**src/verilog/rphb_cfg.svh**
```systemverilog
`ifndef RPHB_CFG_SVH
`define RPHB_CFG_SVH

// ----------------------------------------------------------------------
// Header layout
// ----------------------------------------------------------------------
`define RPHB_HDR_LEN        11'h008
`define RPHB_OFF_EP         3'h0
`define RPHB_OFF_PID        3'h1
`define RPHB_OFF_ADDR       3'h2
`define RPHB_OFF_RSVD       3'h3
`define RPHB_OFF_FRM_LO     3'h4
`define RPHB_OFF_FRM_HI     3'h5
`define RPHB_OFF_CNT_LO     3'h6
`define RPHB_OFF_CNT_HI     3'h7
`define RPHB_LAST_ENGINE    3'h5
`define RPHB_BIT_CRC        7
`define RPHB_BIT_TOG        6
`define RPHB_BIT_MISMATCH   5
`define RPHB_RSVD_VAL       8'h00
`define RPHB_MAX_PAYLOAD    1280

`endif

```
**src/verilog/rphb_pkg.sv**
```systemverilog
package rphb_pkg;

    // Packet attributes captured at packet start
    typedef struct packed {
        logic [3:0]  endpoint;
        logic [3:0]  pid;
        logic [6:0]  func_addr;
        logic [15:0] frame_count;
        logic        toggle;
    } rphb_pkt_info_t;

    // Write port toward the buffer RAM
    typedef struct packed {
        logic        we;
        logic [10:0] addr;
        logic [7:0]  data;
    } rphb_mem_wr_t;

    typedef enum logic [2:0] {
        RPHB_IDLE    = 3'b000,
        RPHB_PAYLOAD = 3'b001,
        RPHB_ENGHDR  = 3'b010,
        RPHB_DMAHDR  = 3'b011,
        RPHB_DONE    = 3'b100
    } rphb_state_t;

endpackage

```
**src/verilog/rphb_builder.sv**
```systemverilog
`timescale 1ns/1ns
`include "rphb_cfg.svh"

// Notes on behaviour
// - Every stored packet starts with an eight-byte header at offsets 0 to 7.
// - The serial engine writes header bytes 0 to 5 (endpoint, flags, PID, address, frame).
// - The serial engine DMA writes the byte-count bytes at offsets 6 and 7.
// - Byte 0 holds the endpoint in bits 3:0 and a zero in bit 4.
// - Byte 0 bit 7 is set when the packet had a bad CRC.
// - Byte 0 bit 6 holds the toggle of the packet received.
// - Byte 0 bit 5 is set when the toggle equals the previous one, else clear.
// - Frame count bits 7:0 go to byte 4, bits 15:8 to byte 5.
// - Byte count bits 7:0 go to byte 6, bits 10:8 to byte 7 bits 2:0, rest zero.
// - Payload starts at offset 8 and the byte count is payload size plus 8.
// - Any payload length from 0 to 1280 bytes is accepted.
module rphb_builder #(
    parameter int MAX_PAYLOAD = `RPHB_MAX_PAYLOAD
) (
    // Clock and reset
    input  wire logic                    I_CLK,
    input  wire logic                    I_RST,
    // Packet start from the receive path
    input  wire logic                    i_pkt_start,
    input  wire rphb_pkg::rphb_pkt_info_t i_pkt_info,
    // Payload stream
    input  wire logic                    i_data_valid,
    input  wire logic [7:0]              i_data,
    // Packet end with CRC result
    input  wire logic                    i_pkt_end,
    input  wire logic                    i_crc_bad,
    // Buffer RAM write port
    output logic                         O_MEM_WE,
    output logic [10:0]                  O_MEM_ADDR,
    output logic [7:0]                   O_MEM_DATA,
    // Completion
    output logic                         O_PKT_DONE,
    output logic                         O_PKT_OVERSIZE,
    output logic                         O_BUSY
);

    rphb_pkg::rphb_state_t    state_r;
    rphb_pkg::rphb_pkt_info_t info_r;
    logic [10:0]              count_r;
    logic [2:0]               hdr_idx_r;
    logic                     crc_bad_r;
    logic                     prev_tog_r;
    logic                     mismatch_r;
    logic                     oversize_r;
    rphb_pkg::rphb_mem_wr_t   wr_nxt;
    wire logic [7:0]          hdr_tab [8];

    // One past the last address a payload byte may use
    localparam logic [10:0] CNT_CAP = 11'(MAX_PAYLOAD) + `RPHB_HDR_LEN;

    // ------------------------------------------------------------------
    // Header byte encoder
    // ------------------------------------------------------------------
    function automatic logic [7:0] hdr_byte(
        input logic [2:0]               idx,
        input rphb_pkg::rphb_pkt_info_t info,
        input logic                     crc_bad,
        input logic                     mismatch,
        input logic [10:0]              count
    );
        logic [7:0] b;
        b = 8'h00;
        case (idx)
            `RPHB_OFF_EP: begin
                b[3:0] = info.endpoint;
                b[`RPHB_BIT_CRC] = crc_bad;
                b[`RPHB_BIT_TOG] = info.toggle;
                b[`RPHB_BIT_MISMATCH] = mismatch;
            end
            `RPHB_OFF_PID:    b = {4'h0, info.pid};
            `RPHB_OFF_ADDR:   b = {1'b0, info.func_addr};
            `RPHB_OFF_RSVD:   b = `RPHB_RSVD_VAL;
            `RPHB_OFF_FRM_LO: b = info.frame_count[7:0];
            `RPHB_OFF_FRM_HI: b = info.frame_count[15:8];
            `RPHB_OFF_CNT_LO: b = count[7:0];
            `RPHB_OFF_CNT_HI: b = {5'h00, count[10:8]};
            default:          b = 8'h00;
        endcase
        return b;
    endfunction

    // ------------------------------------------------------------------
    // Header byte table
    // ------------------------------------------------------------------
    // One entry per offset, so the write mux only has to index
    generate
        for (genvar g = 0; g < 8; g++) begin : g_hdr
            assign hdr_tab[g] = hdr_byte(3'(g), info_r, crc_bad_r, mismatch_r, count_r);
        end
    endgenerate

    // ------------------------------------------------------------------
    // Shared decodes
    // ------------------------------------------------------------------
    // A start counts only in idle, the done-pulse cycle included; pulses in other states are refused
    function automatic logic start_taken(
        input rphb_pkg::rphb_state_t st,
        input logic                  start
    );
        return (st == rphb_pkg::RPHB_IDLE) && start;
    endfunction

    // The end pulse closes the payload and carries the CRC result
    function automatic logic end_taken(
        input rphb_pkg::rphb_state_t st,
        input logic                  pkt_end
    );
        return (st == rphb_pkg::RPHB_PAYLOAD) && pkt_end;
    endfunction

    // Data outside the payload state is ignored
    function automatic logic byte_taken(
        input rphb_pkg::rphb_state_t st,
        input logic                  valid
    );
        return (st == rphb_pkg::RPHB_PAYLOAD) && valid;
    endfunction

    // Both header phases write one byte per cycle
    function automatic logic in_header(input rphb_pkg::rphb_state_t st);
        return (st == rphb_pkg::RPHB_ENGHDR) || (st == rphb_pkg::RPHB_DMAHDR);
    endfunction

    // ------------------------------------------------------------------
    // Sequencer
    // ------------------------------------------------------------------
    always_ff @(posedge I_CLK or posedge I_RST) begin
        if (I_RST) begin
            state_r <= rphb_pkg::RPHB_IDLE;
        end else begin
            case (state_r)
                rphb_pkg::RPHB_IDLE: begin
                    if (i_pkt_start) begin
                        state_r <= rphb_pkg::RPHB_PAYLOAD;
                    end
                end
                rphb_pkg::RPHB_PAYLOAD: begin
                    if (i_pkt_end) begin
                        state_r <= rphb_pkg::RPHB_ENGHDR;
                    end
                end
                rphb_pkg::RPHB_ENGHDR: begin
                    if (hdr_idx_r == `RPHB_LAST_ENGINE) begin
                        state_r <= rphb_pkg::RPHB_DMAHDR;
                    end
                end
                rphb_pkg::RPHB_DMAHDR: begin
                    if (hdr_idx_r == `RPHB_OFF_CNT_HI) begin
                        state_r <= rphb_pkg::RPHB_DONE;
                    end
                end
                rphb_pkg::RPHB_DONE: begin
                    state_r <= rphb_pkg::RPHB_IDLE;
                end
                default: begin
                    state_r <= rphb_pkg::RPHB_IDLE;
                end
            endcase
        end
    end

    // ------------------------------------------------------------------
    // Header offset: engine bytes 0 to 5, then DMA bytes 6 and 7
    // ------------------------------------------------------------------
    always_ff @(posedge I_CLK or posedge I_RST) begin
        if (I_RST) begin
            hdr_idx_r <= 3'h0;
        end else if (end_taken(state_r, i_pkt_end)) begin
            hdr_idx_r <= 3'h0;
        end else if (in_header(state_r)) begin
            hdr_idx_r <= hdr_idx_r + 3'h1;
        end
    end

    // ------------------------------------------------------------------
    // Packet attributes
    // ------------------------------------------------------------------
    always_ff @(posedge I_CLK or posedge I_RST) begin
        if (I_RST) begin
            info_r <= '0;
        end else if (start_taken(state_r, i_pkt_start)) begin
            info_r <= i_pkt_info;
        end
    end

    // ------------------------------------------------------------------
    // Toggle history: a first packet with toggle 0 flags a mismatch
    // ------------------------------------------------------------------
    always_ff @(posedge I_CLK or posedge I_RST) begin
        if (I_RST) begin
            prev_tog_r <= 1'b0;
            mismatch_r <= 1'b0;
        end else if (start_taken(state_r, i_pkt_start)) begin
            mismatch_r <= (i_pkt_info.toggle == prev_tog_r);
            prev_tog_r <= i_pkt_info.toggle;
        end
    end

    // ------------------------------------------------------------------
    // CRC result of the packet in flight
    // ------------------------------------------------------------------
    always_ff @(posedge I_CLK or posedge I_RST) begin
        if (I_RST) begin
            crc_bad_r <= 1'b0;
        end else if (end_taken(state_r, i_pkt_end)) begin
            crc_bad_r <= i_crc_bad;
        end
    end

    // ------------------------------------------------------------------
    // Byte count: starts at header length so it ends as payload plus 8
    // ------------------------------------------------------------------
    always_ff @(posedge I_CLK or posedge I_RST) begin
        if (I_RST) begin
            count_r <= 11'h000;
        end else if (start_taken(state_r, i_pkt_start)) begin
            count_r <= `RPHB_HDR_LEN;
        end else if (byte_taken(state_r, i_data_valid) && count_r < CNT_CAP) begin
            count_r <= count_r + 11'h001;
        end
    end

    // ------------------------------------------------------------------
    // Oversize: bytes past the cap are dropped and flagged
    // ------------------------------------------------------------------
    always_ff @(posedge I_CLK or posedge I_RST) begin
        if (I_RST) begin
            oversize_r <= 1'b0;
        end else if (start_taken(state_r, i_pkt_start)) begin
            oversize_r <= 1'b0;
        end else if (byte_taken(state_r, i_data_valid) && count_r >= CNT_CAP) begin
            oversize_r <= 1'b1;
        end
    end

    // ------------------------------------------------------------------
    // Memory write selection
    // ------------------------------------------------------------------
    always_comb begin
        wr_nxt = '0;
        if (byte_taken(state_r, i_data_valid) && count_r < CNT_CAP) begin
            wr_nxt.we   = 1'b1;
            wr_nxt.addr = count_r;
            wr_nxt.data = i_data;
        end else if (in_header(state_r)) begin
            wr_nxt.we   = 1'b1;
            wr_nxt.addr = {8'h00, hdr_idx_r};
            wr_nxt.data = hdr_tab[hdr_idx_r];
        end
    end

    // ------------------------------------------------------------------
    // Registered outputs
    // ------------------------------------------------------------------
    always_ff @(posedge I_CLK or posedge I_RST) begin
        if (I_RST) begin
            O_MEM_WE   <= 1'b0;
            O_MEM_ADDR <= 11'h000;
            O_MEM_DATA <= 8'h00;
        end else begin
            O_MEM_WE   <= wr_nxt.we;
            O_MEM_ADDR <= wr_nxt.addr;
            O_MEM_DATA <= wr_nxt.data;
        end
    end

    // ------------------------------------------------------------------
    // Completion and status outputs
    // ------------------------------------------------------------------
    // Done pulses for one cycle once byte 7 has been presented
    always_ff @(posedge I_CLK or posedge I_RST) begin
        if (I_RST) begin
            O_PKT_DONE <= 1'b0;
        end else begin
            O_PKT_DONE <= (state_r == rphb_pkg::RPHB_DONE);
        end
    end

    // Oversize stays up until the next packet is taken
    always_ff @(posedge I_CLK or posedge I_RST) begin
        if (I_RST) begin
            O_PKT_OVERSIZE <= 1'b0;
        end else begin
            O_PKT_OVERSIZE <= oversize_r;
        end
    end

    // Busy covers the packet from the taken start to the done state
    always_ff @(posedge I_CLK or posedge I_RST) begin
        if (I_RST) begin
            O_BUSY <= 1'b0;
        end else begin
            O_BUSY <= (state_r != rphb_pkg::RPHB_IDLE)
                      || start_taken(state_r, i_pkt_start);
        end
    end

endmodule

```
**config.mk**
```make
export PLATFORM = sky130hd
export DESIGN_NAME = rphb_builder
export DESIGN_NICKNAME = d
export VERILOG_FILES = /design/src/verilog/rphb_pkg.sv /design/src/verilog/rphb_builder.sv
export VERILOG_INCLUDE_DIRS = /design/src /design/src/verilog
export SDC_FILE = /design/constraint.sdc
export NUM_CORES = 1
export LEC_CHECK = 0
export ABC_AREA = 1
export BUFFER_PORTS_ARGS = -buffer_cell sky130_fd_sc_hd__buf_4
export CAP_MARGIN = 20
export CORE_ASPECT_RATIO = 1.2
export CORE_MARGIN = 3
export CORE_UTILIZATION = 43
export DETAILED_ROUTE_END_ITERATION = 10
export SLEW_MARGIN = 20
export SYNTH_ARGS = -nofsm -noshare
export SYNTH_HDL_FRONTEND = slang
export SYNTH_SLANG_ARGS = --single-unit
```
**constraint.sdc**
```tcl
create_clock -name I_CLK -period 2.7 [get_ports I_CLK]
set_clock_uncertainty 0.2 [all_clocks]
set_input_delay 0.135 -clock I_CLK [delete_from_list [all_inputs] [get_ports I_CLK]]
set_output_delay 0.135 -clock I_CLK [all_outputs]
set_load 0.01 [all_outputs]
```
==> Word-level counts from Yosys, hierarchy flattened <==
Cells that the tools add are included.
W data, S select, Z words.
{ "op_classes": {"magnitude_cmp": 3, "add_sub_neg": 2, "mux": 16, "n_reduce_logical": 13, "bitwise_logic": 1, "n_eq_ne": 11} }
{ "op_table": {"columns": ["cell", "n"], "rows": [
  ["$mux W20", 2],
  ["$bmux W8 S3", 1],
  ["$mux W11", 2],
  ["$mux W3", 6],
  ["$mux W8", 2],
  ["$pmux W3 S4", 1],
  ["$add A11 B1 Y11 const B", 1],
  ["$ge A11 B11 Y1 const B", 1],
  ["$lt A11 B11 Y1 const B", 1],
  ["$eq A3 B3 Y1 const B", 3],
  ["$ne A2 B2 Y1 const B", 4],
  ["$eq A3 B2 Y1 const B", 2],
  ["$reduce_bool A2 Y1", 3],
  ["$logic_and A1 B1 Y1", 5],
  ["$ge A4 B4 Y1 const B", 1],
  ["$not A3 Y4", 1],
  ["$reduce_and A4 Y1", 1],
  ["$add A3 B1 Y3 const B", 1],
  ["$eq A3 B1 Y1 const B", 1],
  ["$logic_not A3 Y1", 1],
  ["$reduce_bool A3 Y1", 1],
  ["$logic_or A1 B1 Y1", 2],
  ["$mux W1", 2],
  ["$eq A1 B1 Y1", 1]
]} }
{ "word_totals": {"regBits": 75, "output_inout_bits": 23} }

==> Logic depth before layout (Yosys ltp) <==
Gate-level depths: netlist of run 1.
{ "depth": {"ltp_word": 6, "depth_mapped": 9} }

==> Worst setup path after synthesis of run 1 <==
OpenSTA, ideal clock, no wires.
{ "synth_timing": {"path_type": "register to register", "start": "register state_r[1]", "end": "register count_r[7]", "synth_period_minus_slack_ns": 1.462, "path_buffers": 0, "path_stages_with_launch": 9, "path_slack_ns": 1.238, "setup_ns": 0.118, "required_ns": 2.382, "arrival_ns": 1.144, "path_cell_list": "dfrtp_1 inv_2 nand3_2 nor2_4 nand3_1 nand2_1 inv_2 nand2_1 nand2_1"} }
{ "synth_via": {"elab_chain_len": 4, "word_cells_on_any_way": 7, "classes_between": "eq/ne: 1; mux: 1; reduce/logical: 5"} }
{ "synth_rtl": {"columns": ["item", "line", "rtl"], "rows": [
  ["from (decl)", "rphb_builder.sv:41", "rphb_pkg::rphb_state_t state_r;"],
  ["from (signal assigned)", "rphb_builder.sv:133", "state_r <= rphb_pkg::RPHB_IDLE;"],
  ["from (signal assigned)", "rphb_builder.sv:138", "state_r <= rphb_pkg::RPHB_PAYLOAD;"],
  ["from (signal assigned)", "rphb_builder.sv:143", "state_r <= rphb_pkg::RPHB_ENGHDR;"],
  ["$eq A3 B1 Y1", "rphb_builder.sv:120", "return (st == rphb_pkg::RPHB_PAYLOAD) && valid;"],
  ["$logic_and A1 B1 Y1", "rphb_builder.sv:120", null],
  ["$logic_and A1 B1 Y1", "rphb_builder.sv:222", "end else if (byte_taken(state_r, i_data_valid) && count_r < CNT_CAP) begin"],
  ["$reduce_bool A2 Y1 (no source line)", null, null],
  ["to (signal assigned)", "rphb_builder.sv:221", "count_r <= `RPHB_HDR_LEN;"],
  ["to (signal assigned)", "rphb_builder.sv:223", "count_r <= count_r + 11'h001;"],
  ["to (decl)", "rphb_builder.sv:43", "logic [10:0] count_r;"]
]} }
Parallel ways exist; a longest one is shown, timed or not.
A chain may end at the register's enable or synchronous reset.

==> Final worst setup path of run 1 <==
{ "layout_timing": {"start": "register state_r[1]", "end": "register crc_bad_r"} }
{ "layout_via": {"elab_chain_len": 2} }
{ "layout_rtl": {"columns": ["item", "line", "rtl"], "rows": [
  ["$eq A3 B1 Y1", "rphb_builder.sv:112", "return (st == rphb_pkg::RPHB_PAYLOAD) && pkt_end;"],
  ["$logic_and A1 B1 Y1", "rphb_builder.sv:112", null],
  ["to (signal assigned)", "rphb_builder.sv:210", "crc_bad_r <= i_crc_bad;"],
  ["to (decl)", "rphb_builder.sv:45", "logic crc_bad_r;"]
]} }
Every way passes these cells.

==> results of run 1 <==
-- registers in the layout, summed over array words and instances, names as in the netlist --
signal          count
O_MEM_DATA          8
hdr_idx_r           3
crc_bad_r           1
O_MEM_WE            1
oversize_r          1
O_PKT_DONE          1
mismatch_r          1
count_r            11
prev_tog_r          1
hdr_tab            31
state_r             3
O_MEM_ADDR         11
O_BUSY              1
O_PKT_OVERSIZE      1
-- report_power, final --
| part | switching [mW] | total (mW) | internal, mW |
|---|---|---|---|
| logic | 0.952 | 1.60 | 0.644 |
| clock network | 0.431 | 0.977 | 0.545 |
| registers | 0.331 | 1.84 | 1.51 |
| total | 1.71 | 4.41 | 2.69 |
-- layout make-up --
class                           instances  area share
Tap cell                               92      0.0240
Timing Repair Buffer                  121       0.218
Inverter                               34      0.0266
Sequential cell                        75       0.391
Multi-Input combinational cell        308       0.293
Clock buffer                           10      0.0287
Clock inverter                          6      0.0185
-- layout by cell type, fill, tap and decap left out, drive strengths merged, types with 5 or more instances in the layout --
master,count
inv,33
nand2,182
o22ai,5
dfrtp,75
dlygate4sd3,46
ha,5
nand4,11
nor2,28
buf,75
clkbuf,10
a21oi,11
o21ai,21
nand3,32
-- timing repair --
item | in CTS | in global routing
hold buffers | 46 | 0
setup buffers | 0 | 0
hold endpoints to repair | 75 | 0
-- kinds of logic (layout without fill, tap and decap cells) --
| kind of cell | count (synthesis) | count (layout) | share of synthesized area |
|---|---|---|---|
| DFF | 75 | 75 | 0.538 |
| xor gates and xnor gates | 4 | 4 | 0.0100 |
| buffers and inverters | 48 | 171 | 0.0578 |
| AOI/OAI and AO/OA | 42 | 42 | 0.0657 |
| adders and majority gates | 5 | 5 | 0.0179 |
| and+or+nand+nor | 257 | 257 | 0.310 |
-- tightest hold or removal path: stages --
cell	delay, ns
sky130_fd_sc_hd__buf_4	0.08
sky130_fd_sc_hd__inv_1	0.05
sky130_fd_sc_hd__nor2_4	0.13
sky130_fd_sc_hd__a21oi_1	0.08
sky130_fd_sc_hd__nor2_1	0.07
-- layer usage --
metal	part of all wire	wire length, µm	vias up
met4	0.019	178	0
met1	0.42	3930	1554
met3	0.043	404	16
met2	0.52	4940	91
met5	0	0	-
li1	-	-	1606
-- per-stage QoR --
| step | setup slack [ns] | util |
|---|---|---|
| floorplan | 0.455 | - |
| global placement | 0.907 | 0.528 |
| detailed placement | 0.869 | 0.528 |
| CTS | 0.252 | 0.616 |
| global route | 0.151 | 0.616 |
| finish | 0.259 | 0.616 |
-- path summary, 6_finish.rpt --
| check | to | slack, ns | depth (start not counted) | start |
|---|---|---|---|---|
| max | crc_bad_r | 0.26 | 8 | state_r[1] |
| min | oversize_r | 0.03 | 5 | i_data_valid |
| max reg2reg | crc_bad_r | 0.26 | 8 | state_r[1] |
| min reg2reg | O_PKT_OVERSIZE | 0.19 | 0 | oversize_r |
| max in group asynchronous | O_MEM_DATA[0] | 1.40 | 4 | I_RST |
| min in group asynchronous | state_r[2] | 0.25 | 3 | I_RST |
==> flow_metrics.tcl, run 1 <==
set metrics [dict create \
    outcome "complete, no violations" \
    grtUsageMet1 0.282 \
    numPortBuffers 68 \
    regArea_um2 1880 \
    timing.final.crit_share 0.904 \
    powerDensity_nw_per_um2 918 \
    timing_worst_setup_path_type "flop to flop" \
    stdcell_count 646 \
    row_count 35 \
    crit_path_max_fanout 5 \
    cts_sinks 75 \
    layout-drive-gt1-share 0.195 \
    power_mw 4.41 \
    grt_pass1_wl_mm 16.3 \
    start_kind "flop" \
    postLayoutCellArea_um2 4800 \
    number_of_clock_buffers_inserted_by_tritoncts 9 \
    worstSkewPairLatency_ns 0.35 \
    power.static_leakage_nw 2.50 \
    ios 69 \
    starting_density_of_the_core 0.447 \
    syn-instance-count 431 \
    post_cts.resized_instances 0 \
    relative_max_transition_margin 0.525 \
    synth_fp_nets 482 \
    antenna_cells 0 \
    chipWidth_um 88.2 \
    count_of_distinct_cell_types_in_the_synthesized_netlist 26 \
    final-max-slew-violation-count 0 \
    drtPass1Iterations 4 \
    postRouteWirelength_mm 9.46 \
    yosys-top-cells-count "181 x sky130_fd_sc_hd__nand2_1, 75 x sky130_fd_sc_hd__dfrtp_1, 30 x sky130_fd_sc_hd__nand3_1" \
    ctsLongestPathBuffers 2 \
    hold_slack_ns 0.0263 \
    synth_ff_type "sky130_fd_sc_hd__dfrtp_1" \
    arrival_ns 2.48 \
    area_share_of_the_largest_cell_type_after_synthesis 0.538 \
    grt_pass1_vias 3466 \
    post-synth-top-count-cell "sky130_fd_sc_hd__nand2_1" \
    drc 0 \
    die_y_um 105 \
    critical_path.endpoint_type "flop" \
    grt_max_degree 35 \
    track_usage 0.224 \
    worst_hold_path_type "input port to flop" \
    critical_path.cell_chain "inv_2, nand3_2, inv_1, nand2_1, nor2_1, dlygate4sd3_1, a21oi_1, dlygate4sd3_1" \
    asyncSetResetFlopFracSynth 1.00 \
    place_hpwl_mm 6.50 \
    synth_seq_cells 75 \
    worst-slew-pin-transition_ns 0.711 \
    coreArea_um2 7790 \
    placement.cell_area_um2 4120 \
    final_hold_viol_count 0 \
    number_of_nets_in_the_layout 600 \
    path_clk_slew_ns 0.08 \
    max-vdd-ir-drop_uv 471 \
    ctsHtreeMaxLevel 3 \
    maxClockFrequency_mhz 410 \
    placed_cells_incl_taps 584 \
    vias 3267 \
    design.die.area_um2 9230 \
    multiInputGateArea_um2 1410 \
    yosysTopAreaCell "sky130_fd_sc_hd__dfrtp_1" \
    period_minus_slack_ns 2.44 \
    worstPathRequired_ns 2.74 \
    cts-root-buf "sky130_fd_sc_hd__clkbuf_8" \
    viasPerCell 5.06 \
    final.setup.tns_ns 0 \
    ys_seq_area_frac 0.538 \
    synth.area.top_cells "sky130_fd_sc_hd__dfrtp_1 54%, sky130_fd_sc_hd__nand2_1 19%, sky130_fd_sc_hd__nand3_1 4.3%, sky130_fd_sc_hd__o21ai_0 3.0%, sky130_fd_sc_hd__inv_1 2.8%" \
    rsz0062_at_grt "false" \
    grt-ovfl-total 0 \
    syn-cell-area_um2 3490 \
    cts_tree "yes" \
    crit_top_cell "sky130_fd_sc_hd__dlygate4sd3_1" \
    drt_iter0_markers 93 \
    timing.critical_path.buf_inv 4 \
    fillCellCount 669 \
    critical_path.top_delay_family "buffers and inverters" \
    gr-usage-met2 0.383 \
    grt_antenna_before_repair 0 \
    report.final.setup_viol 0 \
    globalRoute.busiestLayer "met2" \
    ant_nets 0 \
    edff_count_synth 0 \
    worst_path_max_delay_cell "sky130_fd_sc_hd__dlygate4sd3_1" \
    crit_path_max_incr_delay_ns 0.56 \
    met3_usage 0.0331 \
    flow.area_growth_from_synthesis_pct 37.7 \
    place_congestion 0.839 \
    yosys_warnings 0 \
    max-cap-violations 0 \
    routed_wire_length_per_instance_um 14.6 \
    post_synth.cell_area_avg_um2 8.09 \
]
No activity file was read; power rests on OpenSTA's default activity.
==> inputs of run 2 (changes only) <==
Settings changed: ABC_AREA 1 to 0, CTS_CLUSTER_DIAMETER set to 150.
==> flow_metrics.tcl, run 2 <==
set metrics [dict create \
    fillCellCount 651 \
    crit_path_max_fanout 15 \
    place_hpwl_mm 5.61 \
    synthMuxAreaShare 0.0729 \
    most-common-layout-cells "111 x sky130_fd_sc_hd__nand2_1, 75 x sky130_fd_sc_hd__dfrtp_1, 75 x sky130_fd_sc_hd__buf_4, 44 x sky130_fd_sc_hd__dlygate4sd3_1, 12 x sky130_fd_sc_hd__o21ai_0" \
    utilization 0.610 \
    timing.final.crit_share 0.756 \
    ctsHtreeMaxLevel 3 \
    final-max-slew-violation-count 0 \
    count_of_distinct_cell_types_in_the_synthesized_netlist 50 \
    starting_density_of_the_core 0.445 \
    grtUsageMet1 0.281 \
    coreArea_um2 7710 \
    rsz0062_at_grt "false" \
    placed_cells_incl_taps 492 \
    regArea_um2 1880 \
    viasPerCell 5.16 \
    worstSkewPairLatency_ns 0.34 \
    grt_pass1_vias 2755 \
    cts_sinks 75 \
    met3_usage 0.0277 \
    worst-slew-pin-transition_ns 0.723 \
    synth_adder_area_share 0.0182 \
    track_usage 0.201 \
    design.die.area_um2 9090 \
    post_synth_xor_area_fraction 0.00511 \
    ant_nets 0 \
    relative_max_transition_margin 0.518 \
    power_mw 4.30 \
    final_hold_viol_count 0 \
    ys_seq_area_frac 0.547 \
    ios 69 \
    maxClockFrequency_mhz 490 \
    max-cap-violations 0 \
    hold_slack_ns 0.0276 \
    layout-drive-gt1-share 0.229 \
    antenna_cells 0 \
    post_cts.resized_instances 0 \
    synth_ff_type "sky130_fd_sc_hd__dfrtp_1" \
    start_kind "flop" \
    max-vdd-ir-drop_uv 442 \
    post-synth-top-count-cell "sky130_fd_sc_hd__nand2_1" \
    final_critical_path_setup_slack_ns 0.659 \
    powerDensity_nw_per_um2 913 \
    number_of_flip_flops_in_the_largest_register 31 \
    critical_path.endpoint_type "flop" \
    grt-ovfl-total 0 \
    grt_antenna_before_repair 0 \
    synth_seq_cells 75 \
    drc 0 \
    power.static_leakage_nw 2.30 \
    place_worst_setup_slack_ns 0.684 \
    timing_worst_setup_path_type "flop to flop" \
    globalRoute.busiestLayer "met2" \
    drtPass1Iterations 4 \
    postRouteWirelength_mm 8.47 \
    path_clk_slew_ns 0.08 \
    area_share_of_the_largest_cell_type_after_synthesis 0.547 \
    final.setup.tns_ns 0 \
    number_of_nets_in_the_layout 506 \
    grt_pass1_wl_mm 14.2 \
    row_count 35 \
    gr-usage-met2 0.315 \
    period_minus_slack_ns 2.04 \
    ctsLongestPathBuffers 2 \
    postLayoutCellArea_um2 4700 \
    syn-instance-count 346 \
    syn-cell-area_um2 3430 \
    worstPathRequired_ns 2.77 \
    synth_simple_gate_area_share 0.228 \
    yosysTopAreaCell "sky130_fd_sc_hd__dfrtp_1" \
    synth.area.top_cells "sky130_fd_sc_hd__dfrtp_1 55%, sky130_fd_sc_hd__nand2_1 12%, sky130_fd_sc_hd__mux2i_1 2.9%, sky130_fd_sc_hd__mux4_2 2.6%, sky130_fd_sc_hd__ha_1 1.8%" \
    cts_tree "yes" \
    mostFrequentLayoutCell "sky130_fd_sc_hd__nand2_1" \
    synth_compound_area_frac 0.0926 \
    edff_count_synth 0 \
    report.final.setup_viol 0 \
    post_synth.cell_area_avg_um2 9.92 \
    asyncSetResetFlopFracSynth 1.00 \
    multiInputGateArea_um2 1430 \
    number_of_clock_buffers_inserted_by_tritoncts 9 \
    numPortBuffers 68 \
    chipWidth_um 87.5 \
    flow.area_growth_from_synthesis_pct 37.1 \
    place_congestion 0.886 \
    combinational_family_with_the_most_area_after_synthesis "simple AND/OR/NAND/NOR gates" \
    cts-root-buf "sky130_fd_sc_hd__clkbuf_8" \
    synth_fp_nets 397 \
    die_y_um 104 \
    yosys_warnings 0 \
    yosys-top-cells-count "111 x sky130_fd_sc_hd__nand2_1, 75 x sky130_fd_sc_hd__dfrtp_1, 14 x sky130_fd_sc_hd__clkbuf_1" \
    stdcell_count 551 \
    vias 2844 \
    arrival_ns 2.11 \
    placement.cell_area_um2 4030 \
    outcome "complete, no violations" \
    grt_max_degree 76 \
    worst_hold_path_type "input port to flop" \
    routed_wire_length_per_instance_um 15.4 \
    drt_iter0_markers 133 \
]
run 2: changes by cell type in the layout (fill, tap and decap cells not counted), sizes merged, moves of 4 or more:
cell	change
a32o	+5
and3	+8
inv	-25
mux2i	+10
mux4	+5
nand2	-71
nand2b	+6
nand3	-21
nand4	-9
nor2	-19
nor3	+4
o21ai	-8
o22ai	-5
run 2: timing repair:
item	in CTS	in global routing
setup buffers	0	0
hold endpoints to repair	119	0
hold buffers	44	0
run 2: metal layers:
layer  vias to the layer above  part of all wire
met5                         -                 0
li1                       1396                 -
met1                      1368              0.44
met2                        74              0.50
met4                         0            0.0091
met3                         6             0.050
run 2: power breakdown:
part | switching [mW] | internal (mW) | total (mW)
Sequential | 0.364 | 1.51 | 1.87
Combinational | 0.688 | 0.731 | 1.42
Clock | 0.396 | 0.608 | 1.00
Total | 1.45 | 2.85 | 4.30
run 2: kinds of logic (layout without fill, tap and decap cells):
| family | count (synthesis) | in the layout |
|---|---|---|
| simple gates | 169 | 169 |
| flops | 75 | 75 |
| compound gates | 47 | 47 |
| buf+inv | 30 | 143 |
| mux | 18 | 18 |
| fa+ha+maj | 5 | 5 |
| xor+xnor | 2 | 2 |
run 2: critical path, stage by stage (launching register included):
cell,delay [ns]
sky130_fd_sc_hd__dfrtp_1,0.49
sky130_fd_sc_hd__nand4bb_4,0.37
sky130_fd_sc_hd__or3b_1,0.44
sky130_fd_sc_hd__or3_1,0.31
sky130_fd_sc_hd__a21oi_1,0.15
run 2: layout make-up:
class	count	area share
well taps	92	0.0245
multi-input cells	241	0.304
clock inverters	5	0.0218
inverters	8	0.00638
repair buffers	120	0.218
flip-flops and latches	75	0.399
clock buffers	10	0.0271
run 2: path summary, 6_finish.rpt:
check	startpoint	end	slack, ns	cells past startpoint
min reg2reg	oversize_r	O_PKT_OVERSIZE	0.19	0
min	i_data_valid	O_MEM_ADDR[4]	0.03	3
max	state_r[1]	count_r[7]	0.66	4
max reg2reg	state_r[1]	count_r[7]	0.66	4
min in group asynchronous	I_RST	hdr_tab[59]	0.21	4
max in group asynchronous	I_RST	hdr_tab[58]	1.76	4
==> inputs of run 3 (changes only) <==
Settings changed: PLACE_DENSITY set to 0.67.
Clock period 2.7 ns to 1.7 ns, I/O delays scaled along.
==> flow_metrics.tcl, run 3 (same netlist as run 2, synthesis figures left out) <==
set metrics [dict create \
    regArea_um2 1880 \
    period_minus_slack_ns 1.76 \
    grt_antenna_before_repair 0 \
    start_kind "flop" \
    arrival_ns 1.85 \
    cts_tree "yes" \
    postRouteWirelength_mm 9.12 \
    vias 3067 \
    chipWidth_um 87.5 \
    place_hpwl_mm 6.03 \
    place_congestion 0.824 \
    ant_nets 0 \
    final_critical_path_setup_slack_ns -0.0641 \
    numPortBuffers 68 \
    drc 0 \
    routed_wire_length_per_instance_um 15.4 \
    worstSkewPairLatency_ns 0.36 \
    design.die.area_um2 9090 \
    timing_worst_setup_path_type "flop to flop" \
    die_y_um 104 \
    antenna_cells 0 \
    worst_path_max_delay_cell "sky130_fd_sc_hd__dfrtp_1" \
    final_hold_viol_count 0 \
    flow.area_growth_from_synthesis_pct 50.5 \
    crit_path_max_fanout 7 \
    placement.cell_area_um2 4300 \
    rsz0062_at_grt "true" \
    worst-slew-pin-transition_ns 0.408 \
    mostFrequentLayoutCell "sky130_fd_sc_hd__nand2_1" \
    timing.critical_path.buf_inv 0 \
    timing.final.crit_share 1.04 \
    ctsLongestPathBuffers 2 \
    rr_startpoint "count_r[9]" \
    row_count 35 \
    min-delay-start "i_data_valid" \
    critical_path.endpoint_type "flop" \
    cts-root-buf "sky130_fd_sc_hd__clkbuf_8" \
    relative_max_transition_margin 0.727 \
    layout-drive-gt1-share 0.335 \
    max-cap-violations 0 \
    outcome "finished, violations left" \
    crit_path_max_incr_delay_ns 0.47 \
    critical_path.cell_chain "nor2_1, a21oi_2, or3_1, a21oi_1" \
    r2r_setup_slack_ns -0.06 \
    report.final.setup_viol 11 \
    critical_path.top_delay_family "simple AND/OR/NAND/NOR gates" \
    postLayoutCellArea_um2 5160 \
    power_mw 7.26 \
    placed_cells_incl_taps 522 \
    viasPerCell 5.17 \
    cts_sinks 75 \
    final-max-slew-violation-count 0 \
    maxClockFrequency_mhz 567 \
    place_worst_setup_slack_ns -0.119 \
    power.static_leakage_nw 2.50 \
    grt-ovfl-total 0 \
    fillCellCount 598 \
    path_clk_slew_ns 0.09 \
    hold_end "count_r[7]" \
    timing.reg2reg.worst_path_depth 4 \
    drtPass1Iterations 4 \
    multiInputGateArea_um2 1580 \
    grt_pass1_wl_mm 14.9 \
    worstPathRequired_ns 1.79 \
    hold_path_depth 5 \
    stdcell_count 593 \
    ctsHtreeMaxLevel 3 \
    number_of_flip_flops_in_the_largest_register 31 \
    r2r_end "count_r[7]" \
    worst_hold_path_type "input port to flop" \
    critical_path_cell_count 4 \
    final.setup.tns_ns -0.446 \
    drt_iter0_markers 182 \
    coreArea_um2 7710 \
    starting_density_of_the_core 0.445 \
    number_of_clock_buffers_inserted_by_tritoncts 9 \
    grt_max_degree 76 \
    most-common-layout-cells "111 x sky130_fd_sc_hd__nand2_1, 109 x sky130_fd_sc_hd__buf_4, 73 x sky130_fd_sc_hd__dfrtp_1, 44 x sky130_fd_sc_hd__dlygate4sd3_1, 11 x sky130_fd_sc_hd__nand3_1" \
    number_of_nets_in_the_layout 547 \
    max-vdd-ir-drop_uv 832 \
    grt_pass1_vias 3053 \
    ios 69 \
    track_usage 0.209 \
    violations "setup timing" \
    powerDensity_nw_per_um2 1410 \
]
[run 3: worst max-delay path by stage]
stage                             from         end  slack [ns]
after floorplan             state_r[1]  count_r[7]       -0.07
after global placement    hdr_idx_r[1]  state_r[0]       -0.05
after detailed placement    count_r[3]  count_r[9]       -0.12
after CTS                   count_r[7]  count_r[4]       -0.04
after global routing        count_r[9]  count_r[7]       -0.12
final                       count_r[9]  count_r[7]       -0.06
[run 3: cell type report]
class	instances	area share
sequential	75	0.364
multi-input combinational	242	0.306
timing repair buffer	160	0.266
clock buffer	9	0.0240
tap	92	0.0223
clock inverter	7	0.0114
inverter	8	0.00654
[run 3: worst min-delay path, delay by kind of cell]
family | cells | cell delay (ns)
buf+inv | 1 | 0.12
simple gates | 3 | 0.29
compound gates | 1 | 0.05
[run 3: metal layers]
metal	global-route usage	vias up	wire [µm]
met1	0.264	1513	3800
met5	0	-	0
li1	-	1479	-
met4	0.0559	0	121
met2	0.362	65	4870
met3	0.0420	10	329
[run 3: stage by stage]
stage | util | hold WS (ns)
after floorplan | - | -0.0148
after global placement | 0.558 | 0.0268
after detailed placement | 0.558 | 0.0334
after CTS | 0.660 | 0.0251
after global routing | 0.670 | 0.0430
final | 0.670 | 0.0305
[run 3: what timing repair did]
action	in CTS	in global routing
cloned	1	0
gates resized for setup	20	11
pin swaps	10	5
setup buffers	6	4
hold endpoints to repair	119	0
hold buffers	44	0
endpoints found under the setup margin	25	45
[run 3: power breakdown]
part / total (mW) / internal (mW) / switching, mW / leakage, nW
combinational: 3.16 / 1.68 / 1.47 / 1.46
clock: 1.27 / 0.549 / 0.722 / 0.0868
sequential: 2.83 / 2.40 / 0.430 / 0.953
total: 7.26 / 4.63 / 2.63 / 2.50
